==> src/rtl/satc_pkg.sv <==
// Package with the register map, field positions and reset values of the slope converter timer block
package satc_pkg;

    localparam int unsigned DATA_W         = 8;
    localparam int unsigned TIMER_W        = 16;
    localparam int unsigned BUS_ADDR_W     = 10;
    localparam int unsigned INDEX_W        = 8;

    // Register indices; the byte address on the bus is four times the index
    localparam logic [7:0]  IDX_IRQ_CTRL   = 8'h0b;
    localparam logic [7:0]  IDX_PERIPH_FLG = 8'h0c;
    localparam logic [7:0]  IDX_TMR_LOW    = 8'h0e;
    localparam logic [7:0]  IDX_TMR_HIGH   = 8'h0f;
    localparam logic [7:0]  IDX_CAP_LOW    = 8'h15;
    localparam logic [7:0]  IDX_CAP_HIGH   = 8'h16;
    localparam logic [7:0]  IDX_CONV_CTL0  = 8'h1f;
    localparam logic [7:0]  IDX_PERIPH_EN  = 8'h8c;
    localparam logic [7:0]  IDX_SLEEP_CTL  = 8'h8f;
    localparam logic [7:0]  IDX_CONV_CTL1  = 8'h9f;

    // Field positions
    localparam int unsigned BIT_GLOBAL_EN  = 7;
    localparam int unsigned BIT_PERIPH_EN  = 6;
    localparam int unsigned BIT_CAPTURE    = 1;
    localparam int unsigned BIT_OVERFLOW   = 0;
    localparam int unsigned BIT_RAMP_RST   = 1;
    localparam int unsigned BIT_MUX_OE     = 2;
    localparam int unsigned BIT_ZERO_EN    = 0;
    localparam int unsigned BIT_UNUSED_C0  = 3;
    localparam int unsigned BIT_REF_PD     = 5;
    localparam int unsigned BIT_CONV_PD    = 0;
    localparam int unsigned FLD_HI_LSB     = 4;
    localparam int unsigned FLD_LO_LSB     = 0;

    // Writable masks
    localparam logic [7:0]  MASK_IRQ_CTRL  = 8'hc0;
    localparam logic [7:0]  MASK_FLAGS     = 8'h03;
    localparam logic [7:0]  MASK_CONV_CTL0 = 8'hf7;
    localparam logic [7:0]  MASK_SLEEP_CTL = 8'h21;

    // Reset values and timer constants
    localparam logic [7:0]  RST_IRQ_CTRL   = 8'h00;
    localparam logic [7:0]  RST_FLAGS      = 8'h00;
    localparam logic [7:0]  RST_PERIPH_EN  = 8'h00;
    localparam logic [7:0]  RST_CONV_CTL0  = 8'h02;
    localparam logic [7:0]  RST_CONV_CTL1  = 8'h00;
    localparam logic [7:0]  RST_SLEEP_CTL  = 8'h21;
    localparam logic [15:0] RST_TIMER      = 16'h0000;
    localparam logic [15:0] RST_CAPTURE    = 16'h0000;
    localparam logic [15:0] TIMER_ALL_ONES = 16'hffff;
    localparam logic [15:0] TIMER_STEP     = 16'h0001;

    // Least discharge time software must give the ramp capacitor
    localparam int unsigned DISCHARGE_MIN_US = 200;
    localparam int unsigned CLK_MHZ          = 250;
    localparam int unsigned DISCHARGE_CYCLES = DISCHARGE_MIN_US * CLK_MHZ;

endpackage

==> src/rtl/satc_top.sv <==
// Slope converter ramp timer with capture register, flags, interrupt and Avalon-MM register slave
//
// Overview of operation
// - Ramp timer is a 16-bit up-counter stepping once per clock while running.
// - Only power-up reset clears the timer; software preloads it otherwise.
// - Ramp reset set stops the timer and keeps the capacitor discharged.
// - Clearing ramp reset starts counting from the preload and starts charging.
// - Comparator falling edge copies the timer into the 16-bit capture register.
// - A capture sets the capture flag, bit 1 of the flag register.
// - Capture interrupt needs capture enable plus global and peripheral enables.
// - At most one capture per conversion cycle, even if the comparator toggles.
// - Timer keeps counting after a capture.
// - Wrap from all ones to zero sets the overflow flag, bit 0.
// - After a wrap the timer keeps counting up from zero.
// - Overflow interrupt needs overflow enable plus global and peripheral enables.
// - Timer high byte is written first; low-first order leaves the timer stopped.
// - Timer bytes sit at 0x0e/0x0f, capture bytes at 0x15/0x16.
// - Timer and capture bytes are all readable and writable.
// - Ramp reset is bit 1 of control register zero, which resets to 0x02.
`timescale 1ns/10ps
module satc_top
    import satc_pkg::*;
(
    input  wire logic        ref_clk,
    input  wire logic        nrst,
    input  wire logic [9:0]  avs_address,
    input  wire logic        avs_read,
    input  wire logic        avs_write,
    input  wire logic [31:0] avs_writedata,
    input  wire logic [3:0]  avs_byteenable,
    output logic      [31:0] avs_readdata,
    output logic             avs_waitrequest,
    input  wire logic        comparator_in,
    output logic             irq,
    output logic             ramp_discharge,
    output logic      [3:0]  channel_select,
    output logic             mux_out_enable,
    output logic             zero_enable,
    output logic      [3:0]  current_select,
    output logic      [3:0]  port_config,
    output logic             reference_power_down,
    output logic             converter_power_down
);

    logic [15:0] ramp_timer_reg;
    logic [15:0] ramp_capture_reg;
    logic [7:0]  irq_ctrl_reg;
    logic [7:0]  flags_reg;
    logic [7:0]  flags_next;
    logic [7:0]  periph_en_reg;
    logic [7:0]  conv_ctl0_reg;
    logic [7:0]  conv_ctl1_reg;
    logic [7:0]  sleep_ctl_reg;
    logic        wait_reg;
    logic [31:0] rdata_reg;
    logic [7:0]  rdata_next;
    logic        irq_reg;
    logic        high_pending_reg;
    logic        order_block_reg;
    logic        armed_reg;
    logic        comp_sync;
    logic        comp_prev_reg;
    logic [7:0]  bus_index;
    logic [7:0]  wbyte;
    logic        wr_ok;
    logic        wr_tmr_low;
    logic        wr_tmr_high;
    logic        wr_cap_low;
    logic        wr_cap_high;
    logic        running;
    logic        comp_fall;
    logic        capture_evt;
    logic        overflow_evt;
    logic        irq_next;

    assign bus_index   = avs_address[BUS_ADDR_W-1:2];
    assign wbyte       = avs_writedata[DATA_W-1:0];
    assign wr_ok       = avs_write && !wait_reg && avs_byteenable[0];
    assign wr_tmr_low  = wr_ok && (bus_index == IDX_TMR_LOW);
    assign wr_tmr_high = wr_ok && (bus_index == IDX_TMR_HIGH);
    assign wr_cap_low  = wr_ok && (bus_index == IDX_CAP_LOW);
    assign wr_cap_high = wr_ok && (bus_index == IDX_CAP_HIGH);

    // Timer runs only out of ramp reset and after a correct byte order
    assign running      = !conv_ctl0_reg[BIT_RAMP_RST] && !order_block_reg;
    assign overflow_evt = running && !wr_tmr_low && !wr_tmr_high
                          && (ramp_timer_reg == TIMER_ALL_ONES);
    assign comp_fall    = comp_prev_reg && !comp_sync;
    assign capture_evt  = comp_fall && armed_reg && !conv_ctl0_reg[BIT_RAMP_RST];

    // Register outputs
    assign avs_readdata         = rdata_reg;
    assign avs_waitrequest      = wait_reg;
    assign irq                  = irq_reg;
    assign ramp_discharge       = conv_ctl0_reg[BIT_RAMP_RST];
    assign channel_select       = conv_ctl0_reg[FLD_HI_LSB +: 4];
    assign mux_out_enable       = conv_ctl0_reg[BIT_MUX_OE];
    assign zero_enable          = conv_ctl0_reg[BIT_ZERO_EN];
    assign current_select       = conv_ctl1_reg[FLD_HI_LSB +: 4];
    assign port_config          = conv_ctl1_reg[FLD_LO_LSB +: 4];
    assign reference_power_down = sleep_ctl_reg[BIT_REF_PD];
    assign converter_power_down = sleep_ctl_reg[BIT_CONV_PD];

    satc_sync u_comp_sync (
        .ref_clk  (ref_clk),
        .nrst     (nrst),
        .async_in (comparator_in),
        .sync_out (comp_sync)
    );

    always_ff @(posedge ref_clk or negedge nrst) begin
        if (!nrst) begin
            comp_prev_reg <= 1'b0;
        end else begin
            comp_prev_reg <= comp_sync;
        end
    end

    // Bus slave: one wait cycle; read data is latched as waitrequest drops, and a write takes effect one edge later
    always_comb begin
        rdata_next = 8'h00;
        case (bus_index)
            IDX_IRQ_CTRL:   rdata_next = irq_ctrl_reg;
            IDX_PERIPH_FLG: rdata_next = flags_reg;
            IDX_TMR_LOW:    rdata_next = ramp_timer_reg[7:0];
            IDX_TMR_HIGH:   rdata_next = ramp_timer_reg[15:8];
            IDX_CAP_LOW:    rdata_next = ramp_capture_reg[7:0];
            IDX_CAP_HIGH:   rdata_next = ramp_capture_reg[15:8];
            IDX_CONV_CTL0:  rdata_next = conv_ctl0_reg;
            IDX_PERIPH_EN:  rdata_next = periph_en_reg;
            IDX_SLEEP_CTL:  rdata_next = sleep_ctl_reg;
            IDX_CONV_CTL1:  rdata_next = conv_ctl1_reg;
            default:        rdata_next = 8'h00;
        endcase
    end

    always_ff @(posedge ref_clk or negedge nrst) begin
        if (!nrst) begin
            wait_reg  <= 1'b1;
            rdata_reg <= 32'h00000000;
        end else begin
            if ((avs_read || avs_write) && wait_reg) begin
                wait_reg  <= 1'b0;
                rdata_reg <= {24'h000000, rdata_next};
            end else begin
                wait_reg  <= 1'b1;
            end
        end
    end

    // Control registers
    always_ff @(posedge ref_clk or negedge nrst) begin
        if (!nrst) begin
            irq_ctrl_reg  <= RST_IRQ_CTRL;
            periph_en_reg <= RST_PERIPH_EN;
            conv_ctl0_reg <= RST_CONV_CTL0;
            conv_ctl1_reg <= RST_CONV_CTL1;
            sleep_ctl_reg <= RST_SLEEP_CTL;
        end else if (wr_ok) begin
            case (bus_index)
                IDX_IRQ_CTRL:  irq_ctrl_reg  <= wbyte & MASK_IRQ_CTRL;
                IDX_PERIPH_EN: periph_en_reg <= wbyte & MASK_FLAGS;
                IDX_CONV_CTL0: conv_ctl0_reg <= wbyte & MASK_CONV_CTL0;
                IDX_CONV_CTL1: conv_ctl1_reg <= wbyte;
                IDX_SLEEP_CTL: sleep_ctl_reg <= wbyte & MASK_SLEEP_CTL;
                default:       irq_ctrl_reg  <= irq_ctrl_reg;
            endcase
        end
    end

    // Flags: hardware set wins over a software clear in the same cycle
    always_comb begin
        flags_next = flags_reg;
        if (wr_ok && (bus_index == IDX_PERIPH_FLG)) begin
            flags_next = wbyte & MASK_FLAGS;
        end
        if (capture_evt) begin
            flags_next[BIT_CAPTURE] = 1'b1;
        end
        if (overflow_evt) begin
            flags_next[BIT_OVERFLOW] = 1'b1;
        end
    end

    always_ff @(posedge ref_clk or negedge nrst) begin
        if (!nrst) begin
            flags_reg <= RST_FLAGS;
        end else begin
            flags_reg <= flags_next;
        end
    end

    // Byte order guard: a low write with no high write before it stops the timer
    always_ff @(posedge ref_clk or negedge nrst) begin
        if (!nrst) begin
            high_pending_reg <= 1'b0;
            order_block_reg  <= 1'b0;
        end else if (wr_tmr_high) begin
            high_pending_reg <= 1'b1;
        end else if (wr_tmr_low) begin
            high_pending_reg <= 1'b0;
            order_block_reg  <= !high_pending_reg;
        end
    end

    // Ramp timer
    always_ff @(posedge ref_clk or negedge nrst) begin
        if (!nrst) begin
            ramp_timer_reg <= RST_TIMER;
        end else if (wr_tmr_high) begin
            ramp_timer_reg[15:8] <= wbyte;
        end else if (wr_tmr_low) begin
            ramp_timer_reg[7:0] <= wbyte;
        end else if (running) begin
            ramp_timer_reg <= ramp_timer_reg + TIMER_STEP;
        end
    end

    // One capture per conversion: re-armed while ramp reset is held
    always_ff @(posedge ref_clk or negedge nrst) begin
        if (!nrst) begin
            armed_reg <= 1'b0;
        end else if (conv_ctl0_reg[BIT_RAMP_RST]) begin
            armed_reg <= 1'b1;
        end else if (capture_evt) begin
            armed_reg <= 1'b0;
        end
    end

    // Capture register: a capture wins over a software byte write
    always_ff @(posedge ref_clk or negedge nrst) begin
        if (!nrst) begin
            ramp_capture_reg <= RST_CAPTURE;
        end else if (capture_evt) begin
            ramp_capture_reg <= ramp_timer_reg;
        end else if (wr_cap_low) begin
            ramp_capture_reg[7:0] <= wbyte;
        end else if (wr_cap_high) begin
            ramp_capture_reg[15:8] <= wbyte;
        end
    end

    // Interrupt output
    assign irq_next = irq_ctrl_reg[BIT_GLOBAL_EN] && irq_ctrl_reg[BIT_PERIPH_EN]
                      && ((flags_reg[BIT_CAPTURE] && periph_en_reg[BIT_CAPTURE])
                      || (flags_reg[BIT_OVERFLOW] && periph_en_reg[BIT_OVERFLOW]));

    always_ff @(posedge ref_clk or negedge nrst) begin
        if (!nrst) begin
            irq_reg <= 1'b0;
        end else begin
            irq_reg <= irq_next;
        end
    end

    // Checks
    property p_count;
        @(posedge ref_clk) disable iff (!nrst)
        (running && !wr_tmr_low && !wr_tmr_high) |=> (ramp_timer_reg == $past(ramp_timer_reg) + TIMER_STEP);
    endproperty

    AST_TIMER_COUNTS: assert property (p_count)
        else $error("ramp timer did not step while running");

    AST_TIMER_HELD: assert property (@(posedge ref_clk) disable iff (!nrst)
        (conv_ctl0_reg[BIT_RAMP_RST] && !wr_tmr_low && !wr_tmr_high) |=> $stable(ramp_timer_reg))
        else $error("ramp timer moved during ramp reset");

    AST_CAPTURE_LOAD: assert property (@(posedge ref_clk) disable iff (!nrst)
        capture_evt |=> (ramp_capture_reg == $past(ramp_timer_reg)) && flags_reg[BIT_CAPTURE])
        else $error("capture did not copy the timer or set the flag");

    AST_CAPTURE_ONCE: assert property (@(posedge ref_clk) disable iff (!nrst)
        (capture_evt ##1 (!conv_ctl0_reg[BIT_RAMP_RST])[*2]) |-> !capture_evt)
        else $error("second capture in one conversion");

    AST_COUNT_AFTER_CAPTURE: assert property (@(posedge ref_clk) disable iff (!nrst)
        (capture_evt && running && !wr_tmr_low && !wr_tmr_high) |=> (ramp_timer_reg != $past(ramp_timer_reg)))
        else $error("timer stopped at capture");

    AST_OVERFLOW_WRAP: assert property (@(posedge ref_clk) disable iff (!nrst)
        overflow_evt |=> (ramp_timer_reg == RST_TIMER) && flags_reg[BIT_OVERFLOW] ##1
        (!running || ramp_timer_reg == TIMER_STEP))
        else $error("overflow wrap or flag wrong");

    AST_IRQ_GATING: assert property (@(posedge ref_clk) disable iff (!nrst)
        ##1 (irq == ($past(irq_ctrl_reg[BIT_GLOBAL_EN]) && $past(irq_ctrl_reg[BIT_PERIPH_EN])
        && (($past(flags_reg[BIT_CAPTURE]) && $past(periph_en_reg[BIT_CAPTURE]))
        || ($past(flags_reg[BIT_OVERFLOW]) && $past(periph_en_reg[BIT_OVERFLOW]))))))
        else $error("interrupt output does not match enables and flags");

    AST_OVF_IRQ: assert property (@(posedge ref_clk) disable iff (!nrst)
        (flags_reg[BIT_OVERFLOW] && periph_en_reg[BIT_OVERFLOW] && irq_ctrl_reg[BIT_GLOBAL_EN]
        && irq_ctrl_reg[BIT_PERIPH_EN]) |=> irq)
        else $error("overflow interrupt missing");

    AST_ORDER_BLOCK: assert property (@(posedge ref_clk) disable iff (!nrst)
        (wr_tmr_low && !high_pending_reg) |=> !running ##1 (ramp_timer_reg == $past(ramp_timer_reg) || wr_ok))
        else $error("timer runs after low-first write");

    AST_CAPTURE_KEEP: assert property (@(posedge ref_clk) disable iff (!nrst)
        (!capture_evt && !wr_cap_low && !wr_cap_high) |=> $stable(ramp_capture_reg))
        else $error("capture register changed without cause");

    AST_BUS_ANSWER: assert property (@(posedge ref_clk) disable iff (!nrst)
        ((avs_read || avs_write) && avs_waitrequest) |=> !avs_waitrequest ##1 avs_waitrequest)
        else $error("bus answer not after one wait cycle");

    COV_CAPTURE: cover property (@(posedge ref_clk) disable iff (!nrst) capture_evt);
    COV_OVERFLOW: cover property (@(posedge ref_clk) disable iff (!nrst) overflow_evt);
    COV_IRQ: cover property (@(posedge ref_clk) disable iff (!nrst) $rose(irq));
    COV_ORDER_BLOCK: cover property (@(posedge ref_clk) disable iff (!nrst) $rose(order_block_reg));

endmodule

==> src/rtl/satc_sync.sv <==
// Two-stage synchroniser for one asynchronous input level
`timescale 1ns/10ps
module satc_sync (
    input  wire logic ref_clk,
    input  wire logic nrst,
    input  wire logic async_in,
    output logic      sync_out
);
    logic meta_reg;

    always_ff @(posedge ref_clk or negedge nrst) begin
        if (!nrst) begin
            meta_reg <= 1'b0;
            sync_out <= 1'b0;
        end else begin
            meta_reg <= async_in;
            sync_out <= meta_reg;
        end
    end
endmodule

==> config.mk <==
export PLATFORM = sky130hd
export DESIGN_NAME = satc_top
export DESIGN_NICKNAME = d
export VERILOG_FILES = /design/src/rtl/satc_pkg.sv /design/src/rtl/satc_top.sv /design/src/rtl/satc_sync.sv
export SDC_FILE = /design/constraint.sdc
export NUM_CORES = 1
export LEC_CHECK = 0
export ABC_CLOCK_PERIOD_IN_PS = 2800
export BUFFER_PORTS_ARGS = -buffer_cell sky130_fd_sc_hd__buf_4
export CORE_MARGIN = 5
export CORE_UTILIZATION = 40
export DETAILED_ROUTE_END_ITERATION = 8
export PLACE_DENSITY = 0.75
export SETUP_SLACK_MARGIN = 0.5
export SLEW_MARGIN = 10
export SYNTH_ARGS = -nofsm -noshare
export SYNTH_HDL_FRONTEND = slang
export SYNTH_SLANG_ARGS = --single-unit
==> constraint.sdc <==
create_clock -name ref_clk -period 2.8 [get_ports ref_clk]
set_input_delay 0.84 -clock ref_clk [delete_from_list [all_inputs] [get_ports ref_clk]]
set_output_delay 0.84 -clock ref_clk [all_outputs]
set_load 0.02 [all_outputs]
==> results.tsv, run 1 <==
metric	value	unit
gpl congestion	0.900	
main area contributors after synthesis	dfrtp_1, mux2i_1, mux2_2	
Total GRT Usage	17.7	%
CP most frequent cell	buf_4	
Vias/cell	5.86	
Place WS	0.134	ns
drt initial violations	357	
clk_lat worst skew	0.35	ns
sequential fraction of the synthesis area	43.2	%
Crit path depth	6	
CTS Buffer Depth	2	
R2R cell count	4	
Post-synth EDFFs	0	
Die W	112	um
Final Power	2.90	mW
setup total negative slack	0	ns
core area	10200	sq um
worst relative slew slack	40.5	%
Root Buffer	clkbuf_8	
Peak Freq	446	MHz
global route overflow	0	
Final Setup Violations	0	
Detailed Routing Iterations Pass 1	6	
post-layout min period	2.24	ns
setup slack, reg-to-reg	0.65	ns
critical path, cell by cell	buf_4 > buf_4 > or3b_2 > nor4_4 > buf_4 > mux2_2	
I/O pins	102	
Initial Util	40.5	%
final hold vios	0	
status	finished clean	
RSZ-0062 raised after global routing	no	
largest net degree at the start of global routing	72	
Worst Path Buf+Inv	3	
pwr dens	597	nW/um^2
Die ar.	12500	sq um
Yosys cell types	59	
Hold WS	0.351	ns
Clock Skew	0.00604	ns
crit-path max FO	14	
Final period util	80.1	%
max incr delay on CP	0.55	ns
crit path launch type	input port	
FF-to-FF End	flags_reg[0]$_DFFE_PN0P_	
hold-fix buffers at CTS	0	
Routed WL	11.3	mm
final worst slack	0.556	ns
Worst-Margin Slew	0.893	ns
fin area	4850	sq um
# DRC	0	
DR WL/cell	18.4	um
LEAKAGE	2.07	nW
first-pass GRT wire length	17.8	mm
asr flop ratio synth	100	%
ANT cells	0	
Placed Instance Area	4560	sq um
IO buf count	48	
final core occ	47.6	%
Post-Place Cells	586	
yosys warns	0	
initial antenna violation count	0	
peak supply drop	0.205	mV
Critical R2R Launch	ramp_timer_reg[2]$_DFFE_PN0P_	
CP Launch Point	avs_address[9]	
fraction of layout cells with a size suffix above 1	28.1	%
top_reg_cell synth	dfrtp_1	
Final Max Tran Viols	0	
CTS clk-pin slew, worst paths	0.07	ns
Nets	522	
CTS tree	built	
Mapped Cells	413	
HP Class	register to register	
Worst Setup EP	conv_ctl1_reg[6]$_DFFE_PN0P_	
vias in the first global route	3464	
CTS Sinks	71	
CP Class	input port to register	
Seq cells post-synth	71	
area of the mapped netlist	4130	sq um
CP Capture Type	register	
Routed Antenna Nets	0	
Post-Layout Cell Count	610	
Die H	112	um
max_cap viols	0	
synthesized area per cell	10.0	sq um
Worst path top cell family by delay	simple AND/OR/NAND/NOR gates	
Area Overhead vs Synth	17.5	%
leading area contributor after synthesis	dfrtp_1	
H-Tree Depth	3	
Worst EP required	3.04	ns
Vias	3575	
hpwl dp	7.72	mm
crit path max-delay cell type	or3b_2	
row count	37	
TritonCTS Buffers	9	
Yosys top cell area share	40.6	%
critical path arrival	2.48	ns
## layout by cell type, fill, tap and decap left out, types with 3 or more instances in the layout
cell      instances
a211oi_1          3
a21oi_1          13
a22o_1            8
a31oi_1          12
and3_1            4
buf_4            75
clkbuf_8         10
conb_1           24
dfrtp_1          67
dfstp_2           4
inv_1             5
mux2_2           20
mux2i_1          31
nand2_1          36
nand3_1          11
nand3b_1          4
nand4_1           7
nor2_1           21
nor3_1           10
nor4_1            4
o21ai_0          26
o22ai_1           3
o31ai_1           9
o32ai_1           4
or3b_2            4
or4_1             8
## report_power, final
group / switching (mW) / internal, mW
Combinational: 0.351 / 0.260
Sequential: 0.192 / 1.19
Clock: 0.380 / 0.522
## logic make-up (layout without fill, tap and decap cells)
kind of cell	Yosys count	after routing	synth area share [%]
other cells	1	24	0.0908
mux	52	52	13.2
fa+ha+maj	1	1	0.303
flops	71	71	43.2
buf+inv	59	96	9.00
compound gates	95	95	15.7
simple gates	134	135	18.5
## layout make-up
| class | instances | area (sq um) |
|---|---|---|
| clock inverter | 3 | 67.6 |
| sequential | 71 | 1780 |
| fill | 917 | 5330 |
| tap | 136 | 170 |
| inverter | 6 | 22.5 |
| multi-input combinational | 307 | 2100 |
| timing repair buffer | 75 | 563 |
| clock buffer | 12 | 145 |
## cell usage after synthesis (all sizes together) (2+ instances only)
cell type  count
or2            2
or3            3
dfrtp         67
nand2         36
a311oi         3
a221oi         2
mux2          20
inv            5
a22o           8
nor4           7
a211oi         3
or4            9
nor3b          3
nand3         11
a31oi         12
nor2b          2
dfstp          4
nand2b         2
nand4b         2
nor2          21
nor3          11
nand4          7
o21ai         27
a22oi          3
or3b           4
buf           39
o32ai          4
nand3b         4
and3           4
clkbuf        14
mux2i         32
nor4b          2
and2           2
o22ai          3
a21oi         13
o31ai         10
## metal layers
metal  track usage (%)  share of wire (%)  wire length, um
met5                 0                  0                0
met4              9.08                3.6              403
met3              4.18                8.4              949
met2              28.7                 48             5430
met1              22.1                 40             4470
## how the worst min path moves through the flow
stage                                    from                        endpoint  slack (ns)  cells past startpoint
2_1_floorplan  u_comp_sync.meta_reg$_DFF_PN0_  u_comp_sync.sync_out$_DFF_PN0_        0.33                      0
3_3_place_gp   u_comp_sync.meta_reg$_DFF_PN0_  u_comp_sync.sync_out$_DFF_PN0_        0.34                      0
3_5_place_dp   u_comp_sync.meta_reg$_DFF_PN0_  u_comp_sync.sync_out$_DFF_PN0_        0.34                      0
4_1_cts        u_comp_sync.meta_reg$_DFF_PN0_  u_comp_sync.sync_out$_DFF_PN0_        0.35                      0
5_1_grt        u_comp_sync.meta_reg$_DFF_PN0_  u_comp_sync.sync_out$_DFF_PN0_        0.37                      0
6_report       u_comp_sync.meta_reg$_DFF_PN0_  u_comp_sync.sync_out$_DFF_PN0_        0.35                      0
## timing repair
item	4_1_cts	5_1_grt
resized for setup	3	1
gates cloned	0	1
endpoints found under the setup margin	5	35
setup buffers	0	8
pin swaps	1	4
No activity file was read; power rests on OpenSTA's default activity.
==> inputs of run 2 (changes only) <==
ABC_CLOCK_PERIOD_IN_PS = 1900   (was 2800)
PLACE_DENSITY = 0.77   (was 0.75)
clock period = 1.9 ns   (was 2.8 ns; I/O delays follow)
==> run 2 against run 1 <==
Net effect: the flow now finishes with violations (negative setup slack); routed wire length is 28% higher; global-route usage grew 3.5 points; sequential share of layout area is 7.7 points lower; clock power increased by 65%; register-to-register slack worse by 0.59 ns; combinational power increased by 150%; final area up 27%; final cell count grew 15%; first-iteration DRC count increased by 38%; largest cell class unchanged.
==> results.tsv, run 2 (synthesis results as in run 1) <==
metric	value	unit	change
H-Tree Depth	3		unchanged
first-pass GRT wire length	21.0	mm	was 17.8 mm
Worst EP required	2.21	ns	was 3.04 ns
peak supply drop	0.491	mV	was 0.205 mV
I/O pins	102		unchanged
Routed Antenna Nets	0		unchanged
Vias/cell	5.84		was 5.86
initial antenna violation count	0		unchanged
Initial Util	40.5	%	unchanged
clk_lat worst skew	0.37	ns	was 0.35 ns
# DRC	0		unchanged
fraction of layout cells with a size suffix above 1	45.8	%	was 28.1%
ANT cells	0		unchanged
vias in the first global route	4053		was 3464
max_cap viols	0		unchanged
crit-path max FO	10		was 14
Place WS	-0.403	ns	was 0.134 ns
HP Class	input port to async pin		was register to register
CTS Sinks	71		unchanged
final hold vios	0		unchanged
core area	10200	sq um	unchanged
Die W	112	um	unchanged
Net Switching	1.58	mW	was 0.923 mW
IO buf count	48		unchanged
Clock Skew	0.0114	ns	was 0.00604 ns
CP Capture Type	register		unchanged
Detailed Routing Iterations Pass 1	6		unchanged
global route overflow	0		unchanged
Final Setup Violations	3		was 0
Final Max Tran Viols	0		unchanged
Peak Freq	524	MHz	
Post-Layout Cell Count	704		was 610
Post-Place Cells	636		was 586
Placed Instance Area	5050	sq um	was 4560 sq um
fin area	6150	sq um	was 4850 sq um
CTS tree	built		unchanged
final worst slack	-0.00861	ns	was 0.556 ns
status	finished with violations		was finished clean
post-layout min period	1.91	ns	
Routed WL	14.4	mm	was 11.3 mm
CP Class	input port to register		unchanged
Vias	4109		was 3575
LEAKAGE	2.74	nW	was 2.07 nW
failing checks	negative setup slack		
Area Overhead vs Synth	48.8	%	was 17.5%
critical path arrival	2.22	ns	was 2.48 ns
CTS clk-pin slew, worst paths	0.08	ns	was 0.07 ns
TritonCTS Buffers	9		unchanged
Clk network pwr share	30.2	%	was 31.1%
commonest non-fill, non-tap cells in the layout	buf_4, dfrtp_1, buf_6		was buf_4, dfrtp_1, nand2_1
Root Buffer	clkbuf_8		unchanged
hold-fix buffers at CTS	0		unchanged
crit path launch type	input port		unchanged
Die ar.	12500	sq um	unchanged
worst relative slew slack	52.6	%	was 40.5%
commonest non-fill, non-tap cell in the layout	buf_4		unchanged
Int Power	3.34	mW	was 1.97 mW
largest net degree at the start of global routing	34		was 72
RSZ-0062 raised after global routing	yes		was no
Seq pwr share	39.0	%	was 47.8%
gpl congestion	0.909		was 0.900
DR WL/cell	20.4	um	was 18.4 um
fillcell total	712		was 917
CTS Buffer Depth	2		unchanged
Nets	615		was 522
Final period util	100	%	
row count	37		unchanged
Hold WS	0.126	ns	was 0.351 ns
Worst-Margin Slew	0.709	ns	was 0.893 ns
drt initial violations	491		was 357
Sw Share	32.1	%	was 31.9%
pwr dens	801	nW/um^2	was 597 nW/um^2
hpwl dp	8.79	mm	was 7.72 mm
Critical R2R Launch	avs_waitrequest$_DFF_PN1_		was ramp_timer_reg[2]$_DFFE_PN0P_
setup slack, reg-to-reg	0.06	ns	was 0.65 ns
CP Launch Point	avs_address[7]		was avs_address[9]
Die H	112	um	unchanged
Total GRT Usage	21.2	%	was 17.7%
combinational power share	30.8	%	was 21.1%
[run 2: layer usage]
layer / track usage, % / vias to the layer above / wire length [um]
met5: 0 / - / 0
met4: 13.5 / 0 / 649
met3: 3.70 / 58 / 1130
met2: 36.3 / 249 / 7340
met1: 24.6 / 2012 / 5240
li1: - / 1790 / -
[run 2: critical path: stages]
cell      delay (ns)
buf_6           0.10
or4_4           0.62
or3_4           0.42
buf_8           0.16
a21oi_1         0.16
o2bb2a_1        0.19
[run 2: final timing paths]
check | to | cells after the start
setup / recovery | ramp_timer_reg[7]$_DFFE_PN0P_ | 6
hold / removal | ramp_timer_reg[9]$_DFFE_PN0P_ | 1
setup reg to reg | ramp_timer_reg[7]$_DFFE_PN0P_ | 7
hold reg to reg | u_comp_sync.sync_out$_DFF_PN0_ | 0
max in group asynchronous | sleep_ctl_reg[0]$_DFFE_PN1P_ | 2
min in group ref_clk | u_comp_sync.meta_reg$_DFF_PN0_ | 1
[run 2: area by class of cell]
cell class	instances	area, sq um	area share, %
tap	136	170	2.77
inverter	6	22.5	0.366
multi-input combinational	307	2410	39.2
timing repair buffer	168	1520	24.7
clock inverter	6	108	1.75
sequential	71	1780	29.0
clock buffer	10	138	2.24
[run 2: per-stage QoR]
step | TNS [ns] | total power, mW | util (%)
2_1_floorplan | -6.32 | 2.67 | -
3_3_place_gp | -17.19 | 3.10 | 49.6
5_1_grt | -0.0750 | 5.12 | 60.3
4_1_cts | 0 | 4.78 | 58.0
3_5_place_dp | -18.58 | 3.16 | 49.6
6_report | -0.0194 | 4.92 | 60.3
[run 2: power by group through the flow]
stage	Sequential (mW)	Combinational, mW	Clock (mW)
2_1_floorplan	1.96	0.704	0
3_3_place_gp	1.91	1.18	0
3_5_place_dp	1.93	1.23	0
4_1_cts	1.90	1.36	1.52
5_1_grt	1.94	1.60	1.58
6_report	1.92	1.51	1.49
[run 2: timing repair]
action | CTS | global route
resized for setup | 82 | 24
pin swaps | 23 | 18
endpoints found under the hold margin | 0 | 0
buffers inserted | 34 | 16
cloned | 2 | 0
endpoints found under the setup margin | 92 | 92
